<file path="src/bmcr_map.vh">
// Purpose: Offsets, fields, reset values and counts of the misc control bank
// Assumes: 16-bit parallel host bus, word index offsets
// Notes:   Included by bmcr_top.v and bmcr_dac_sched.v
//
// Behaviour
// - Write to DAC channel schedules its update
// - Serve pending channels round-robin from written one
// - DAC channel values reset to zero
// - Pending field shows unsent written channels
// - Protocol bit: 1 differential, 0 multidrop
// - Mux select drives outputs, resets zero
// - Mux codes: sensors, rails, test, unconnected
// - Diagnostic register returns fourteen live inputs
// - Scratch word stores and returns host data
// - Lamp force bits light LEDs, else status
// - Force enable drives interrupt and ready pins
// - Capture address on every strobed write
// - Polarity bit 1 makes error input active-low
// - Timer counts to period then wraps zero
// - Pulse enable drives spare pin zero
`ifndef BMCR_MAP_VH
`define BMCR_MAP_VH

`define BMCR_ADDR_DAC0      8'h1D
`define BMCR_ADDR_DAC3      8'h20
`define BMCR_ADDR_PENDING   8'h21
`define BMCR_ADDR_PROTOCOL  8'h22
`define BMCR_ADDR_AMUX      8'h23
`define BMCR_ADDR_RAWIN     8'h24
`define BMCR_ADDR_SCRATCH   8'h25
`define BMCR_ADDR_LAMP      8'h26
`define BMCR_ADDR_IRQFORCE  8'h27
`define BMCR_ADDR_WRADDR    8'h28
`define BMCR_ADDR_POLARITY  8'h29
`define BMCR_ADDR_PULSE     8'h2A

`define BMCR_DAC_RESET      8'h00
`define BMCR_ZERO16         16'h0000
`define BMCR_IRQF_EN_BIT    5
`define BMCR_PULSE_EN_BIT   15

// 8 data bits per DAC frame plus framing, 2 cycles per bit
`define BMCR_DAC_FRAME_BITS 11
`define BMCR_DAC_BIT_CYC    2

`endif

</file>
<file path="src/bmcr_dac_sched.v">
// Purpose: Round-robin scheduler and serial sender for the quad DAC
// Assumes: Pending bits set by register writes, cleared here only
// Notes:   Frame = 2-bit channel, 1 range bit, 8 data bits, MSB first
`timescale 1ns/10ps
`include "bmcr_map.vh"

module bmcr_dac_sched (
  // Clock and reset
  input  wire        sys_clk,
  input  wire        rst,
  // Register side
  input  wire        wrStb,
  input  wire [1:0]  wrChan,
  input  wire [31:0] chanData,
  output reg  [3:0]  pending,
  // DAC pins
  output reg         dacClk,
  output reg         dacData,
  output reg         dacLoad
);

  localparam [2:0] ST_IDLE = 3'b001;
  localparam [2:0] ST_SEND = 3'b010;
  localparam [2:0] ST_LOAD = 3'b100;

  reg [2:0]  state;
  reg [1:0]  nextChan;
  reg [1:0]  curChan;
  reg [10:0] shiftReg;
  reg [3:0]  bitCnt;
  reg        phase;
  reg [3:0]  clearMask;
  reg [1:0]  pick;
  reg        found;
  integer    k;

  // ---------------------------------------------------------------
  // Round-robin pick
  // ---------------------------------------------------------------
  // next pending search
  always @* begin
    pick  = nextChan;
    found = 1'b0;
    for (k = 3; k >= 0; k = k - 1) begin
      if (pending[(nextChan + k[1:0]) & 2'h3]) begin
        pick  = nextChan + k[1:0];
        found = 1'b1;
      end
    end
  end

  // ---------------------------------------------------------------
  // Pending flags
  // ---------------------------------------------------------------
  genvar g;
  generate
    for (g = 0; g < 4; g = g + 1) begin : gPend
      always @(posedge sys_clk or posedge rst) begin
        if (rst) begin
          pending[g] <= 1'b0;
        end else if (wrStb && wrChan == g) begin
          pending[g] <= 1'b1;
        end else if (clearMask[g]) begin
          pending[g] <= 1'b0;
        end
      end
    end
  endgenerate

  // ---------------------------------------------------------------
  // Sender
  // ---------------------------------------------------------------
  always @(posedge sys_clk or posedge rst) begin
    if (rst) begin
      state     <= ST_IDLE;
      nextChan  <= 2'h0;
      curChan   <= 2'h0;
      shiftReg  <= 11'h000;
      bitCnt    <= 4'h0;
      phase     <= 1'b0;
      clearMask <= 4'h0;
      dacClk    <= 1'b0;
      dacData   <= 1'b0;
      dacLoad   <= 1'b1;
    end else begin
      clearMask <= 4'h0;
      case (state)
        ST_IDLE: begin
          dacLoad <= 1'b1;
          if (wrStb) begin
            nextChan <= wrChan;
          end else if (found) begin
            curChan  <= pick;
            shiftReg <= {pick, 1'b0, chanData[pick*8 +: 8]};
            bitCnt   <= 4'h0;
            phase    <= 1'b0;
            state    <= ST_SEND;
          end
        end
        ST_SEND: begin
          phase <= ~phase;
          if (!phase) begin
            dacData  <= shiftReg[10];
            dacClk   <= 1'b1;
          end else begin
            dacClk   <= 1'b0;
            shiftReg <= {shiftReg[9:0], 1'b0};
            bitCnt   <= bitCnt + 4'h1;
            if (bitCnt == `BMCR_DAC_FRAME_BITS - 1) begin
              state <= ST_LOAD;
            end
          end
        end
        ST_LOAD: begin
          dacLoad            <= 1'b0;
          clearMask[curChan] <= 1'b1;
          nextChan           <= curChan + 2'h1;
          state              <= ST_IDLE;
        end
        default: begin
          state <= ST_IDLE;
        end
      endcase
    end
  end

endmodule

</file>
<file path="src/bmcr_top.v">
// Purpose: Host-visible misc control and diagnostic register bank
// Assumes: Host strobes synchronous to sys_clk, active-low chip select
// Notes:   Registers answer at word offsets 0x1D to 0x2A
`timescale 1ns/10ps
`include "bmcr_map.vh"

module bmcr_top (
  // Clock and reset
  input  wire        sys_clk,
  input  wire        rst,
  // Host bus
  input  wire        hostCs_n,
  input  wire        hostWr_n,
  input  wire        hostRd_n,
  input  wire [7:0]  hostAddr,
  input  wire [15:0] hostWdata,
  output reg  [15:0] hostRdata,
  output reg         hostDataOe,
  // Diagnostic inputs
  input  wire [13:0] rawInputs,
  input  wire [8:0]  moduleErrIn,
  input  wire [3:0]  intStatusLamp,
  input  wire [4:0]  normalIrqPins,
  input  wire        spareOut0,
  input  wire        spareDir0,
  // Outputs
  output reg         serialProtocol,
  output reg  [3:0]  analogMuxSel,
  output reg  [3:0]  lampOut,
  output reg  [4:0]  irqPinOut,
  output reg  [8:0]  faultActive,
  output reg         spare0Out,
  output reg         spare0Oe,
  // DAC pins
  output wire        dacClk,
  output wire        dacData,
  output wire        dacLoad
);

  reg  [31:0] dacValue;
  reg  [15:0] scratchWord;
  reg  [3:0]  lampOverride;
  reg  [5:0]  irqOverride;
  reg  [7:0]  wrAddrCapture;
  reg  [8:0]  faultPolarity;
  reg  [14:0] pulsePeriod;
  reg         pulseEnable;
  reg  [14:0] pulseTimer;
  reg         pulseOut;
  reg  [15:0] next_rdata;
  wire [3:0]  pending;
  wire        wrStb;
  wire        rdStb;
  wire        dacHit;
  wire [1:0]  dacIdx;

  assign wrStb  = !hostCs_n && !hostWr_n;
  assign rdStb  = !hostCs_n && !hostRd_n;
  assign dacHit = wrStb && hostAddr >= `BMCR_ADDR_DAC0 &&
                  hostAddr <= `BMCR_ADDR_DAC3;
  assign dacIdx = hostAddr[1:0] - 2'h1;

  // ---------------------------------------------------------------
  // DAC scheduler
  // ---------------------------------------------------------------
  // write schedules update
  bmcr_dac_sched uSched (
    .sys_clk  (sys_clk),
    .rst      (rst),
    .wrStb    (dacHit),
    .wrChan   (dacIdx),
    .chanData (dacValue),
    .pending  (pending),
    .dacClk   (dacClk),
    .dacData  (dacData),
    .dacLoad  (dacLoad)
  );

  // ---------------------------------------------------------------
  // Register writes
  // ---------------------------------------------------------------
  always @(posedge sys_clk or posedge rst) begin
    if (rst) begin
      dacValue       <= 32'h00000000;
      serialProtocol <= 1'b0;
      analogMuxSel   <= 4'h0;
      scratchWord    <= `BMCR_ZERO16;
      lampOverride   <= 4'h0;
      irqOverride    <= 6'h00;
      wrAddrCapture  <= 8'h00;
      faultPolarity  <= 9'h000;
      pulsePeriod    <= 15'h0000;
      pulseEnable    <= 1'b0;
    end else if (wrStb) begin
      wrAddrCapture <= hostAddr;
      if (dacHit) begin
        dacValue[dacIdx*8 +: 8] <= hostWdata[7:0];
      end else if (hostAddr == `BMCR_ADDR_PROTOCOL) begin
        serialProtocol <= hostWdata[0];
      end else if (hostAddr == `BMCR_ADDR_AMUX) begin
        analogMuxSel <= hostWdata[3:0];
      end else if (hostAddr == `BMCR_ADDR_SCRATCH) begin
        scratchWord <= hostWdata;
      end else if (hostAddr == `BMCR_ADDR_LAMP) begin
        lampOverride <= hostWdata[3:0];
      end else if (hostAddr == `BMCR_ADDR_IRQFORCE) begin
        irqOverride <= hostWdata[5:0];
      end else if (hostAddr == `BMCR_ADDR_POLARITY) begin
        faultPolarity <= hostWdata[8:0];
      end else if (hostAddr == `BMCR_ADDR_PULSE) begin
        pulsePeriod <= hostWdata[14:0];
        pulseEnable <= hostWdata[`BMCR_PULSE_EN_BIT];
      end
    end
  end

  // ---------------------------------------------------------------
  // Read mux
  // ---------------------------------------------------------------
  always @* begin
    next_rdata = `BMCR_ZERO16;
    if (hostAddr >= `BMCR_ADDR_DAC0 && hostAddr <= `BMCR_ADDR_DAC3) begin
      next_rdata = {8'h00, dacValue[dacIdx*8 +: 8]};
    end else if (hostAddr == `BMCR_ADDR_PENDING) begin
      next_rdata = {12'h000, pending};
    end else if (hostAddr == `BMCR_ADDR_PROTOCOL) begin
      next_rdata = {15'h0000, serialProtocol};
    end else if (hostAddr == `BMCR_ADDR_AMUX) begin
      next_rdata = {12'h000, analogMuxSel};
    end else if (hostAddr == `BMCR_ADDR_RAWIN) begin
      next_rdata = {2'h0, rawInputs};
    end else if (hostAddr == `BMCR_ADDR_SCRATCH) begin
      next_rdata = scratchWord;
    end else if (hostAddr == `BMCR_ADDR_LAMP) begin
      next_rdata = {12'h000, lampOverride};
    end else if (hostAddr == `BMCR_ADDR_IRQFORCE) begin
      next_rdata = {10'h000, irqOverride};
    end else if (hostAddr == `BMCR_ADDR_WRADDR) begin
      next_rdata = {8'h00, wrAddrCapture};
    end else if (hostAddr == `BMCR_ADDR_POLARITY) begin
      next_rdata = {7'h00, faultPolarity};
    end else if (hostAddr == `BMCR_ADDR_PULSE) begin
      next_rdata = {pulseEnable, pulsePeriod};
    end
  end

  // ---------------------------------------------------------------
  // Pulse timer and pin outputs
  // ---------------------------------------------------------------
  always @(posedge sys_clk or posedge rst) begin
    if (rst) begin
      pulseTimer  <= 15'h0000;
      pulseOut    <= 1'b0;
      hostRdata   <= `BMCR_ZERO16;
      hostDataOe  <= 1'b0;
      lampOut     <= 4'h0;
      irqPinOut   <= 5'h00;
      faultActive <= 9'h000;
      spare0Out   <= 1'b0;
      spare0Oe    <= 1'b0;
    end else begin
      hostRdata  <= next_rdata;
      hostDataOe <= rdStb;
      if (pulseTimer >= pulsePeriod) begin
        pulseTimer <= 15'h0000;
        pulseOut   <= 1'b1;
      end else begin
        pulseTimer <= pulseTimer + 15'h0001;
        pulseOut   <= 1'b0;
      end
      lampOut <= lampOverride | intStatusLamp;
      irqPinOut <= irqOverride[`BMCR_IRQF_EN_BIT] ? irqOverride[4:0]
                                                  : normalIrqPins;
      faultActive <= moduleErrIn ^ faultPolarity;
      if (pulseEnable) begin
        spare0Out <= pulseOut;
        spare0Oe  <= 1'b1;
      end else begin
        spare0Out <= spareOut0;
        spare0Oe  <= spareDir0;
      end
    end
  end

endmodule

</file>
<file path="config.mk">
export PLATFORM = sky130hd
export DESIGN_NAME = bmcr_top
export DESIGN_NICKNAME = d
export VERILOG_FILES = /design/src/bmcr_dac_sched.v /design/src/bmcr_top.v
export VERILOG_INCLUDE_DIRS = /design/src
export SDC_FILE = /design/constraint.sdc
export NUM_CORES = 1
export LEC_CHECK = 0
export ABC_AREA = 1
export ABC_CLOCK_PERIOD_IN_PS = 12050
export BUFFER_PORTS_ARGS = -buffer_cell sky130_fd_sc_hd__buf_2
export CORE_MARGIN = 3
export CORE_UTILIZATION = 37
export DETAILED_ROUTE_END_ITERATION = 10
export GPL_TIMING_DRIVEN = 0
export HOLD_SLACK_MARGIN = 0.1
export MAX_ROUTING_LAYER = met4
export SLEW_MARGIN = 20
export SYNTH_ARGS = -nofsm -noshare
export SYNTH_HDL_FRONTEND = slang
export SYNTH_SLANG_ARGS = --single-unit
</file>
<file path="constraint.sdc">
create_clock -name sys_clk -period 12.05 [get_ports sys_clk]
set_input_delay 2.41 -clock sys_clk [delete_from_list [all_inputs] [get_ports sys_clk]]
set_output_delay 2.41 -clock sys_clk [all_outputs]
set_load 0.05 [all_outputs]
</file>
# Word level (Yosys, flattened, before mapping)

Cells that the tools add are included.

$add $sub $neg: 8
$lt $le $gt $ge: 9
Equal/unequal tests: 22
Shift-type cells: 4
Multiplexer cells: 64
Bitwise logic cells: 10
Reduce and logical (&&, ||, !) cells: 34

Operators by type and width:

| cell                                                       | number |
|---|---|
| 2-to-1 mux 16 bit                                          | 11 |
| == test 8 x 6 -> 1 bit, second input constant              | 10 |
| variable part select 32 x 6 -> 8 bit                       | 2 |
| negation 5 -> 34 bit                                       | 1 |
| variable shift 8 x 34 -> 32 bit, first input constant      | 1 |
| variable part select 8 x 34 -> 32 bit                      | 1 |
| 2-to-1 mux 11 bit                                          | 3 |
| bitwise mux 32 bit                                         | 1 |
| 2-to-1 mux 1 bit                                           | 23 |
| one-hot mux 11 bit (2 select lines)                        | 1 |
| 2-to-1 mux 4 bit                                           | 4 |
| adder 15 x 1 -> 15 bit, second input constant              | 1 |
| >= comparator 15 bit                                       | 1 |
| less-than comparator 2 x 3 -> 1 bit, second input constant | 5 |
| 2-to-1 mux 15 bit                                          | 1 |
| 2-to-1 mux 3 bit                                           | 4 |
| AND reduction 4 bit                                        | 3 |
| nonzero test 2 bit                                         | 6 |
| logical AND 1 bit                                          | 10 |
| 2-to-1 mux 2 bit                                           | 5 |
| AND reduction 3 bit                                        | 3 |
| AND reduction 9 bit                                        | 1 |
| bitwise XOR 9 bit                                          | 1 |
| binary-select mux 1 bit (select 2 bit)                     | 4 |
| other kinds (30)                                           | 48 |

Bits in registers: 183
Output and inout port bits: 45
Logic and storage cells: 184

# Logic depth before layout (Yosys ltp)

Gate-level depths: netlist (run 1).

Depth after elaboration: 12
Mapped depth: 15
Depth with buffers taken out: 15

# By module

From an unflattened synthesis (run 1), not the netlist that was laid out.

Cells, all modules: 1142
Area, all modules: 9577.9 um^2

By module, submodules not included:

| module         | times used | cells each | area each (um^2) | sequential area each (um^2) |
|---|---|---|---|---|
| bmcr_top       | 1          | 867        | 7452.1           | 3728.6 |
| bmcr_dac_sched | 1          | 275        | 2125.8           | 853.3 |

# Worst setup path after synthesis (run 1)

No wires, ideal clock.

Path kind: input port to flip-flop
Start: input hostAddr[0]
End: register irqOverride[5]
Setup time: 0.122 ns
Arrival time: 4.129 ns
Path slack: 7.800 ns
Stages: 14
Buffers on the path: 2
Path through: clkinv_1 -> clkbuf_1 -> ha_1 -> inv_1 -> nor2_4 -> inv_2 -> nor2_2 -> nor2_2 -> nand2_4 -> nor2_1 -> nand4_2 -> buf_4 -> nand2_1 -> o21ai_1

Longest elaborated chain between the ends: 5

Ends and longest elaborated chain:

| item                                      | line           | text |
|---|---|---|
| start, declared                           | bmcr_top.v:15  | `input wire [7:0] hostAddr,` |
| >= comparator 8 x 5 -> 1 bit (no line)    | n/a            |  |
| logical AND 1 bit (no line) (2 in series) | n/a            |  |
| NOT 1 bit (no line)                       | n/a            |  |
| AND reduction 7 bit (no line) *           | n/a            |  |
| end signal, assigned                      | bmcr_top.v:107 | `irqOverride <= hostWdata[5:0];` |
| end, declared                             | bmcr_top.v:43  | `reg [5:0] irqOverride;` |

Mark *: on every way between the ends. The rest lies on a longest branch, timed or not.
A chain may end at the register's enable or synchronous reset.

# Worst setup path in the final report (run 1)

Start: input hostAddr[0]
End: register hostRdata[5]

Longest elaborated chain between the ends: 12

Ends and longest elaborated chain:

| item                             | line           | text |
|---|---|---|
| == test 8 x 6 -> 1 bit (no line) | n/a            |  |
| 2-to-1 mux 16 bit                | bmcr_top.v:142 | `` end else if (hostAddr == `BMCR_ADDR_PULSE) begin `` |
| 2-to-1 mux 16 bit                | bmcr_top.v:140 | `` end else if (hostAddr == `BMCR_ADDR_POLARITY) begin `` |
| 2-to-1 mux 16 bit                | bmcr_top.v:138 | `` end else if (hostAddr == `BMCR_ADDR_WRADDR) begin `` |
| 2-to-1 mux 16 bit                | bmcr_top.v:136 | `` end else if (hostAddr == `BMCR_ADDR_IRQFORCE) begin `` |
| 2-to-1 mux 16 bit                | bmcr_top.v:134 | `` end else if (hostAddr == `BMCR_ADDR_LAMP) begin `` |
| 2-to-1 mux 16 bit                | bmcr_top.v:132 | `` end else if (hostAddr == `BMCR_ADDR_SCRATCH) begin `` |
| 2-to-1 mux 16 bit                | bmcr_top.v:130 | `` end else if (hostAddr == `BMCR_ADDR_RAWIN) begin `` |
| 2-to-1 mux 16 bit                | bmcr_top.v:128 | `` end else if (hostAddr == `BMCR_ADDR_AMUX) begin `` |
| 2-to-1 mux 16 bit                | bmcr_top.v:126 | `` end else if (hostAddr == `BMCR_ADDR_PROTOCOL) begin `` |
| 2-to-1 mux 16 bit                | bmcr_top.v:124 | `` end else if (hostAddr == `BMCR_ADDR_PENDING) begin `` |
| 2-to-1 mux 16 bit *              | bmcr_top.v:122 | `` if (hostAddr >= `BMCR_ADDR_DAC0 && hostAddr <= `BMCR_ADDR_DAC3) begin `` |
| via next_rdata[5]                | bmcr_top.v:50  | `reg [15:0] next_rdata;` |
| end signal, assigned             | bmcr_top.v:154 | `` hostRdata <= `BMCR_ZERO16; `` |
| end signal, assigned             | bmcr_top.v:162 | `hostRdata <= next_rdata;` |
| end, declared                    | bmcr_top.v:17  | `output reg [15:0] hostRdata,` |

Mark *: on every way through the listed nets, which the timed path passes. The rest lies on a longest branch.

==> qor.log, run 1 <==
qor: outcome.status complete, no violations
qor: clocking.clock_insertion_delay_worst_skew 0.45 ns
qor: placed_design.dp_slack 6.78 ns
qor: critical_path.worstPathArrival 5.17 ns
qor: critical_path.critPathKind primary input to flip-flop
qor: floorplan.floorplan.initialDensity 38.1%
qor: route.final_antenna_net_count 0
qor: grt.grt.total_usage 21.1%
qor: hold_path.min_path_cells 1
qor: clocking.root_buffer clkbuf_16
qor: critical_path.cp_slowest_stage_delay 0.37 ns
qor: timing.maxSlewViolCount 0
qor: synthesis.synth_area 0.00941 mm²
qor: timing.worst_pin_slew 0.688 ns
qor: placed_design.io_buffer_count 107
qor: clocking.postCtsSetupRepairBufs 0
qor: clocking.holdBufCountCts 0
qor: timing.unrepaired_setup_endpoints_after_global_routing false
qor: critical_path.crit_fanout 12
qor: final_layout.syn_to_final_growth 16.6%
qor: grt.grt_start_max_net_pins 94
qor: critical_path.setup_slack_reg_to_reg 9.89 ns
qor: synthesis.yosys-top-cells-area dfrtp_1, nand2_1, o21ai_0, inv_1, nand3_1
qor: grt.grt_first_pass_wirelength 43400 µm
qor: grt.globalRouteOverflowTotal 0
qor: clocking.cts.path.max_buffers 2
qor: synthesis.synth_common_cells nand2_1, dfrtp_1, inv_1
qor: route.via_per_inst 5.08
qor: critical_path.critPathMostFrequentCell nand2_1
qor: timing.final_critical_path_setup_slack 7.19 ns
qor: final_layout.layout-drive-gt1-share 17.9%
qor: clocking.h-tree-depth 4
qor: pwr.peakVddDrop 0.000111 V
qor: run.maxCapViolations 0
qor: synthesis.synth-edff-count 0
qor: synthesis.postSynthAreaPerCell 8.21 µm²
qor: synthesis.synth_async_sr_flop_share 100%
qor: timing.max_slew_margin 53.9%
qor: floorplan.core.rowCount 57
qor: synthesis.yosys.cell_count.top_type nand2_1
qor: route.detailedRoute.firstPassIterationCount 5
qor: clocking.clk_pin_slew_worst_paths 0.07 ns
qor: critical_path.worst_reg_to_reg_path_cell_count 7
qor: hold_path.min_from uSched.clearMask[2]
qor: placed_design.sum_of_net_half_perimeters_after_detailed_placement 19900 µm
qor: grt.grt_pass1_vias 8112
qor: synthesis.dominantRegCellSynth dfrtp_1
qor: clocking.clock-sinks 183
qor: timing.setup_violations 0
qor: critical_path.timing.critical_path.to_type flip-flop
qor: synthesis.synth_cell_type_count 50
qor: synthesis.synthCells 1146
qor: placed_design.gp_routability_congestion 0.938
qor: synthesis.synth_area_leader_cell dfrtp_1
qor: final_layout.final_net_count 1364
qor: grt.antenna_found_initial 2
qor: pwr.leakage 5.54 nW
qor: floorplan.io-pin-count 108
qor: critical_path.critical_path.reg2reg.startpoint pulsePeriod[2]
qor: route.drc 0
qor: synthesis.mappedNetlistNets 1237
qor: floorplan.die_height 165 µm
qor: critical_path.critical_path.slowest_cell ha_1
qor: synthesis.postSynthRegisterBits 183
qor: synthesis.ys_warn_count 0
qor: timing.setup_tns 0 ns
qor: route.drt_wirelength 26900 µm
qor: route.detailroute.via_count 8188
qor: timing.layout_worst_path_cycle_share 40.3%
qor: clocking.cts-buffers-inserted 17
qor: timing.finalClockSkew 0.0158 ns
qor: hold_path.hold-path-endpoint uSched.pending[2]
qor: clocking.post_cts_resized 0
qor: floorplan.die_w 165 µm
qor: timing.max_clock_freq 0.206 GHz
qor: critical_path.timing.rr.end pulseTimer[14]
qor: critical_path.critical_path_required 12.37 ns
qor: critical_path.crit_buf_inv 5
qor: floorplan.fp.coreArea 0.0247 mm²
qor: route.wl_per_cell 16.6 µm
qor: critical_path.path_cells buf_2, clkinv_1, clkbuf_1, ha_1, inv_2, nor2_4, nand2_1, clkbuf_1, o21ai_0, o21ai_0, nand2_1, o21ai_1, nand2_1
qor: critical_path.startpoint_type_of_the_worst_setup_path primary input
qor: route.drt-initial-drc-count 717
qor: synthesis.yosysTopAreaCellShare 48.1%
qor: pwr.p_per_area 169 mW/mm²
qor: critical_path.critical_path.top_delay_family buffers and inverters
qor: hold_path.worst_hold_path_type flip-flop to flip-flop
qor: clocking.cts_tree yes
qor: floorplan.die_area 0.0274 mm²
qor: timing.min_period 4.86 ns
qor: timing.holdWs 0.420 ns
qor: synthesis.synth_sequential_area_ratio 48.7%
qor: timing.report.final.hold_viol_count 0
through the flow:
stage	cells	instance area, µm²	utilization (%)	power [mW]
after floorplan	1146	9410	-	1.16
final	1613	11000	44.5	1.86
after detailed placement	1578	10400	42.1	1.31
after CTS	1610	11000	44.4	1.86
after global routing	1612	11000	44.5	1.96
after global placement	1577	10300	41.9	1.30
placed cells by master (no fill, tap or decap), drive strengths merged, types with 2 or more instances in the layout:
cell / n
diode: 3
a21oi: 53
nand3: 93
clkinv: 7
mux2: 5
nor2: 98
buf: 129
dfstp: 2
nand4: 17
or2: 8
o211ai: 5
nor3: 13
nor3b: 3
o22ai: 2
a22oi: 4
xor2: 14
nand2: 280
a221oi: 3
ha: 28
o21ai: 144
clkbuf: 30
a31oi: 8
dfrtp: 181
inv: 146
clkinvlp: 4
cell families after synthesis:
| group | count (synthesis) | share of synthesized area (%) |
|---|---|---|
| compound gates | 222 | 12.5 |
| xor+xnor | 15 | 1.40 |
| fa+ha+maj | 28 | 3.72 |
| buf+inv | 177 | 7.77 |
| flops | 183 | 48.7 |
| mux | 5 | 0.598 |
| simple gates | 516 | 25.3 |
metal layers:
metal / share of wire (%) / global-route usage (%) / up-vias
met3: 6.4 / 3.79 / 37
met4: 1.8 / 5.82 / 0
li1: - / - / 3999
met2: 43 / 30.7 / 248
met5: 0 / - / -
met1: 49 / 30.3 / 3904
cell type report:
cell class	instances	area, µm²
plain buffers	33	180
inverters	144	558
well taps	324	405
clock buffers	18	429
diodes	3	7.51
multi-input cells	786	4100
clock inverters	14	145
repair buffers	108	563
flip-flops and latches	183	4580
fillers	2556	13700
worst max-delay path by stage:
stage | slack, ns | startpoint | cells after the start | endpoint
detailed placement | 6.78 | hostAddr[0] | 13 | hostRdata[5]
global route | 6.95 | hostAddr[0] | 13 | hostRdata[4]
CTS | 7.22 | hostAddr[0] | 13 | hostRdata[5]
finish | 7.19 | hostAddr[0] | 13 | hostRdata[5]
global placement | 2.23 | rst | 2 | dacValue[29]
floorplan | 4.67 | rst | 1 | analogMuxSel[0]
state kept, by name (all words and copies together), names as in the netlist, 2 cells and up:
name / cells
uSched.curChan: 2
uSched.shiftReg: 11
hostRdata: 16
pulseTimer: 15
uSched.state: 3
scratchWord: 16
wrAddrCapture: 8
uSched.bitCnt: 4
uSched.pending: 4
irqOverride: 6
pulsePeriod: 15
irqPinOut: 5
lampOverride: 4
lampOut: 4
faultActive: 9
faultPolarity: 9
analogMuxSel: 4
dacValue: 32
uSched.nextChan: 2
uSched.clearMask: 4
power breakdown:
part | switching, mW | internal [mW]
sequential | 0.0373 | 0.678
combinational | 0.396 | 0.187
clock | 0.269 | 0.291
Note: power is estimated with default switching activity, not from simulation.
==> run 2, diff against run 1 <==
--- a/config.mk
+++ b/config.mk
@@ -7,7 +7,7 @@
 export NUM_CORES = 1
 export LEC_CHECK = 0
 export ABC_AREA = 1
-export ABC_CLOCK_PERIOD_IN_PS = 12050
+export ABC_CLOCK_PERIOD_IN_PS = 5100
 export BUFFER_PORTS_ARGS = -buffer_cell sky130_fd_sc_hd__buf_2
 export CORE_MARGIN = 3
 export CORE_UTILIZATION = 37
==> constraint.sdc (replaced) <==
create_clock -name sys_clk -period 5.1 [get_ports sys_clk]
set_input_delay 1.02 -clock sys_clk [delete_from_list [all_inputs] [get_ports sys_clk]]
set_output_delay 1.02 -clock sys_clk [all_outputs]
set_load 0.05 [all_outputs]
==> qor.log, run 2 (synthesized netlist as in run 1, its figures left out) <==
qor: outcome.status complete, no violations
qor: final_layout.largestRegisters dacValue (32), hostRdata (16), scratchWord (16)
qor: final_layout.multi_input_area 0.00410 mm²
qor: clocking.h-tree-depth 4
qor: grt.grt.total_usage 20.6%
qor: floorplan.core.rowCount 57
qor: clocking.clk_pin_slew_worst_paths 0.07 ns
qor: final_layout.largest_register dacValue
qor: final_layout.final-instance-count-excl-fill 1617
qor: hold_path.worst_hold_path_type flip-flop to flip-flop
qor: floorplan.die_height 165 µm
qor: timing.min_period 3.46 ns
qor: final_layout.n_fill_cell 2537
qor: pwr.internal_power 2.82 mW
qor: route.detailedRoute.firstPassIterationCount 5
qor: clocking.cts-buffers-inserted 17
qor: pwr.p_per_area 403 mW/mm²
qor: pwr.pwr-share-seq 37.8%
qor: final_layout.layout_common_cells nand2_1, dfrtp_1, inv_1, o21ai_0, buf_2
qor: critical_path.critPathKind primary input to flip-flop
qor: timing.worst_pin_slew 1.16 ns
qor: placed_design.place_inst 1583
qor: final_layout.layout_commonest_cell nand2_1
qor: floorplan.die_w 165 µm
qor: route.wl_per_cell 16.6 µm
qor: timing.holdWs 0.419 ns
qor: timing.setup_violations 0
qor: pwr.p_sw_share 37.0%
qor: pwr.total_power 4.48 mW
qor: grt.grt_pass1_vias 7873
qor: route.via_per_inst 5.07
qor: critical_path.critical_path_required 5.42 ns
qor: timing.report.final.hold_viol_count 0
qor: timing.unrepaired_setup_endpoints_after_global_routing false
qor: final_layout.seq_area 0.00458 mm²
qor: clocking.postCtsSetupRepairBufs 0
qor: route.detailroute.via_count 8202
qor: floorplan.die_area 0.0274 mm²
qor: floorplan.io-pin-count 108
qor: route.drc 0
qor: grt.grt_start_max_net_pins 32
qor: critical_path.crit_fanout 12
qor: clocking.post_cts_resized 0
qor: placed_design.gp_routability_congestion 0.911
qor: pwr.power_switching 1.66 mW
qor: pwr.power.share.combinational 31.0%
qor: run.maxCapViolations 0
qor: clocking.clock_insertion_delay_worst_skew 0.44 ns
qor: timing.max_clock_freq 0.289 GHz
qor: pwr.peakVddDrop 0.000193 V
qor: floorplan.fp.coreArea 0.0247 mm²
qor: floorplan.floorplan.initialDensity 38.1%
qor: timing.max_slew_margin 22.2%
qor: grt.grt_first_pass_wirelength 42200 µm
qor: pwr.clock_power_share 31.2%
qor: clocking.cts.path.max_buffers 2
qor: clocking.cts_tree yes
qor: timing.setup_tns 0 ns
qor: clocking.root_buffer clkbuf_16
qor: critical_path.timing.critical_path.to_type flip-flop
qor: route.final_antenna_net_count 0
qor: final_layout.layout-drive-gt1-share 18.2%
qor: final_layout.finalCoreUtilization 45.0%
qor: final_layout.max_reg_flops 32
qor: route.drt_wirelength 26800 µm
qor: placed_design.io_buffer_count 107
qor: final_layout.syn_to_final_growth 18.0%
qor: grt.globalRouteOverflowTotal 0
qor: critical_path.setup_slack_reg_to_reg 2.94 ns
qor: critical_path.startpoint_type_of_the_worst_setup_path primary input
qor: clocking.clock-sinks 183
qor: clocking.holdBufCountCts 0
qor: timing.layout_worst_path_cycle_share 67.8%
qor: final_layout.final_net_count 1369
qor: route.drt-initial-drc-count 736
qor: critical_path.worstPathArrival 3.77 ns
qor: timing.maxSlewViolCount 0
qor: pwr.leakage 5.61 nW
qor: timing.finalClockSkew 0.00982 ns
qor: placed_design.sum_of_net_half_perimeters_after_detailed_placement 20300 µm
qor: grt.antenna_found_initial 2
run 2: worst paths after layout:
kind | startpoint | cells after the start | end
min in group asynchronous | rst | 2 | irqPinOut[3]
max in group asynchronous | rst | 6 | spare0Oe
setup reg to reg | pulsePeriod[3] | 7 | pulseTimer[13]
hold / removal | uSched.clearMask[1] | 1 | uSched.pending[1]
hold reg to reg | uSched.clearMask[1] | 1 | uSched.pending[1]
setup / recovery | hostAddr[0] | 13 | hostRdata[5]
run 2: critical path, stage by stage:
cell,delay [ns]
buf_2,0.16
clkinv_1,0.24
clkbuf_1,0.34
ha_1,0.36
inv_2,0.17
nor2_4,0.07
nand2_1,0.16
clkbuf_1,0.38
o21ai_0,0.13
o21ai_0,0.38
nand2_1,0.13
o21ai_1,0.12
nand2_1,0.08
run 2: layout make-up:
cell class,count,area share [%]
well taps,324,3.65
plain buffers,33,1.62
flip-flops and latches,183,41.3
repair buffers,113,5.97
clock buffers,19,4.08
multi-input cells,786,36.9
diodes,2,0.0451
inverters,144,4.99
clock inverters,13,1.45
run 2: power by group through the flow:
| stage | Combinational, mW | Sequential (mW) | Clock (mW) |
|---|---|---|---|
| finish | 1.39 | 1.69 | 1.40 |
| floorplan | 0.961 | 1.78 | 0 |
| global placement | 1.35 | 1.71 | 0 |
| detailed placement | 1.39 | 1.72 | 0 |
| global route | 1.57 | 1.70 | 1.48 |
| CTS | 1.39 | 1.69 | 1.42 |
run 2: metrics by stage:
step	worst slack, ns	area (µm²)
after floorplan	1.73	9410
after global routing	1.43	11100
after CTS	1.70	11100
after detailed placement	1.26	10500
after global placement	0.431	10400
final	1.64	11100
run 2: per-layer routing:
metal	track usage, %	part of all wire, %	vias to the layer above
li1	-	-	4012
met1	29.7	49	3904
met2	29.6	44	253
met3	4.04	5.9	33
met4	5.94	1.9	0
met5	-	0	-
==> run 3, diff against run 2 <==
--- a/config.mk
+++ b/config.mk
@@ -7,7 +7,7 @@
 export NUM_CORES = 1
 export LEC_CHECK = 0
 export ABC_AREA = 1
-export ABC_CLOCK_PERIOD_IN_PS = 5100
+export ABC_CLOCK_PERIOD_IN_PS = 3060
 export BUFFER_PORTS_ARGS = -buffer_cell sky130_fd_sc_hd__buf_2
 export CORE_MARGIN = 3
 export CORE_UTILIZATION = 37
==> constraint.sdc (replaced) <==
create_clock -name sys_clk -period 3.06 [get_ports sys_clk]
set_input_delay 0.612 -clock sys_clk [delete_from_list [all_inputs] [get_ports sys_clk]]
set_output_delay 0.612 -clock sys_clk [all_outputs]
set_load 0.05 [all_outputs]
==> qor.log, run 3 (synthesized netlist as in run 1, its figures left out) <==
qor: pwr.p_per_area 672 mW/mm²
qor: route.detailedRoute.firstPassIterationCount 5
qor: clocking.clock-sinks 183
qor: clocking.cts_tree yes
qor: pwr.total_power 7.46 mW
qor: grt.globalRouteOverflowTotal 0
qor: final_layout.largest_register dacValue
qor: critical_path.critPathKind primary input to flip-flop
qor: placed_design.gp_routability_congestion 0.911
qor: grt.grt_first_pass_wirelength 42200 µm
qor: timing.layout_worst_path_cycle_share 92.5%
qor: final_layout.post-route-cell-area 0.0111 mm²
qor: run.maxCapViolations 0
qor: final_layout.layout_common_cells nand2_1, dfrtp_1, inv_1, o21ai_0, buf_2
qor: timing.max_clock_freq 0.353 GHz
qor: floorplan.floorplan.initialDensity 38.1%
qor: final_layout.n_fill_cell 2540
qor: placed_design.place_area 0.0105 mm²
qor: hold_path.worst_hold_path_type primary input to asynchronous set/reset pin
qor: route.via_per_inst 5.08
qor: route.drc 0
qor: route.drt_wirelength 26800 µm
qor: grt.grtUsageMet1 29.7%
qor: critical_path.timing.critical_path.to_type flip-flop
qor: grt.antenna_found_initial 2
qor: timing.setup_tns 0 ns
qor: clocking.root_buffer clkbuf_16
qor: timing.max_slew_margin 21.6%
qor: pwr.leakage 5.61 nW
qor: placed_design.sum_of_net_half_perimeters_after_detailed_placement 20300 µm
qor: final_layout.finalCoreUtilization 45.0%
qor: timing.report.final.hold_viol_count 0
qor: timing.min_period 2.83 ns
qor: critical_path.crit_fanout 12
qor: final_layout.layout_commonest_cell nand2_1
qor: clocking.h-tree-depth 4
qor: clocking.holdBufCountCts 0
qor: floorplan.fp.coreArea 0.0247 mm²
qor: route.final_antenna_net_count 0
qor: grt.grt.total_usage 20.6%
qor: final_layout.largestRegisters dacValue (32), hostRdata (16), scratchWord (16)
qor: placed_design.place_inst 1583
qor: final_layout.max_reg_flops 32
qor: final_layout.layout-drive-gt1-share 18.4%
qor: floorplan.io-pin-count 108
qor: floorplan.die_area 0.0274 mm²
qor: critical_path.startpoint_type_of_the_worst_setup_path primary input
qor: final_layout.syn_to_final_growth 18.0%
qor: floorplan.die_height 165 µm
qor: clocking.cts-buffers-inserted 17
qor: route.wl_per_cell 16.6 µm
qor: grt.globalRoute.busiestLayer met1
qor: grt.globalRouteMet2Util 29.6%
qor: timing.unrepaired_setup_endpoints_after_global_routing false
qor: pwr.peakVddDrop 0.000320 V
qor: route.drt-initial-drc-count 736
qor: grt.grt_start_max_net_pins 32
qor: final_layout.final_net_count 1369
qor: timing.setup_violations 0
qor: timing.maxSlewViolCount 0
qor: final_layout.final-instance-count-excl-fill 1617
qor: placed_design.io_buffer_count 107
qor: clocking.cts.path.max_buffers 2
qor: critical_path.critical_path_required 3.38 ns
qor: timing.finalClockSkew 0.0109 ns
qor: clocking.clock_insertion_delay_worst_skew 0.44 ns
qor: route.detailroute.via_count 8210
qor: timing.worst_pin_slew 1.17 ns
qor: floorplan.die_w 165 µm
qor: floorplan.core.rowCount 57
qor: clocking.clk_pin_slew_worst_paths 0.07 ns
qor: grt.grt_pass1_vias 7873
qor: critical_path.worstPathArrival 3.15 ns
qor: grt.grt_util_met3 4.04%
qor: outcome.status complete, no violations
-- run 3: what timing repair did --
action / 4_1_cts / 5_1_grt
resized for setup: 0 / 4
setup endpoints to repair: 0 / 37
buffers inserted: 0 / 0
-- run 3: worst max-delay path, stage by stage --
cell and delay (ns):
buf_2 0.15, clkinv_1 0.24, clkbuf_2 0.30, ha_1 0.29, inv_1 0.24, nor2_4 0.09
inv_2 0.07, nor2_2 0.05, nor2_2 0.25, nand2_4 0.19, nor2_4 0.23, buf_2 0.31
a21oi_1 0.10
-- run 3: layer usage --
metal / vias up / part of all wire (%) / wire length [µm]
met2: 257 / 44 / 11700
met1: 3906 / 48 / 13000
met4: 0 / 1.9 / 519
met3: 37 / 6.0 / 1620
li1: 4010 / - / -
met5: - / 0 / 0
-- run 3: report_power, final --
part | internal, mW | switching (mW)
logic | 0.751 | 1.56
registers | 2.67 | 0.148
clock network | 1.28 | 1.05
-- run 3: layout make-up --
type	instances	area [µm²]	area share, %
Clock inverter	13	161	1.45
Inverter	144	554	4.99
Tap cell	324	405	3.65
Antenna cell	2	5.00	0.0451
Timing Repair Buffer	113	663	5.97
Multi-Input combinational cell	786	4100	36.9
Buffer	33	183	1.65
Sequential cell	183	4580	41.3
Clock buffer	19	453	4.08
-- run 3: final timing paths --
path	cells after the start	slack, ns	from	end
max in group asynchronous	6	1.65	rst	spare0Oe
min	2	0.22	rst	irqPinOut[3]
min reg2reg	1	0.42	uSched.clearMask[1]	uSched.pending[1]
min in group sys_clk	2	0.32	hostRd_n	hostDataOe
max	13	0.23	hostAddr[0]	scratchWord[1]
max reg2reg	7	0.89	pulsePeriod[3]	pulseTimer[13]
-- run 3: metrics by stage --
step	hold slack [ns]	setup WS [ns]
2_1_floorplan	0.400	0.0991
3_3_place_gp	0.403	-1.20
3_5_place_dp	0.408	-0.377
4_1_cts	0.227	0.0671
5_1_grt	0.256	0.0420
6_report	0.224	0.229
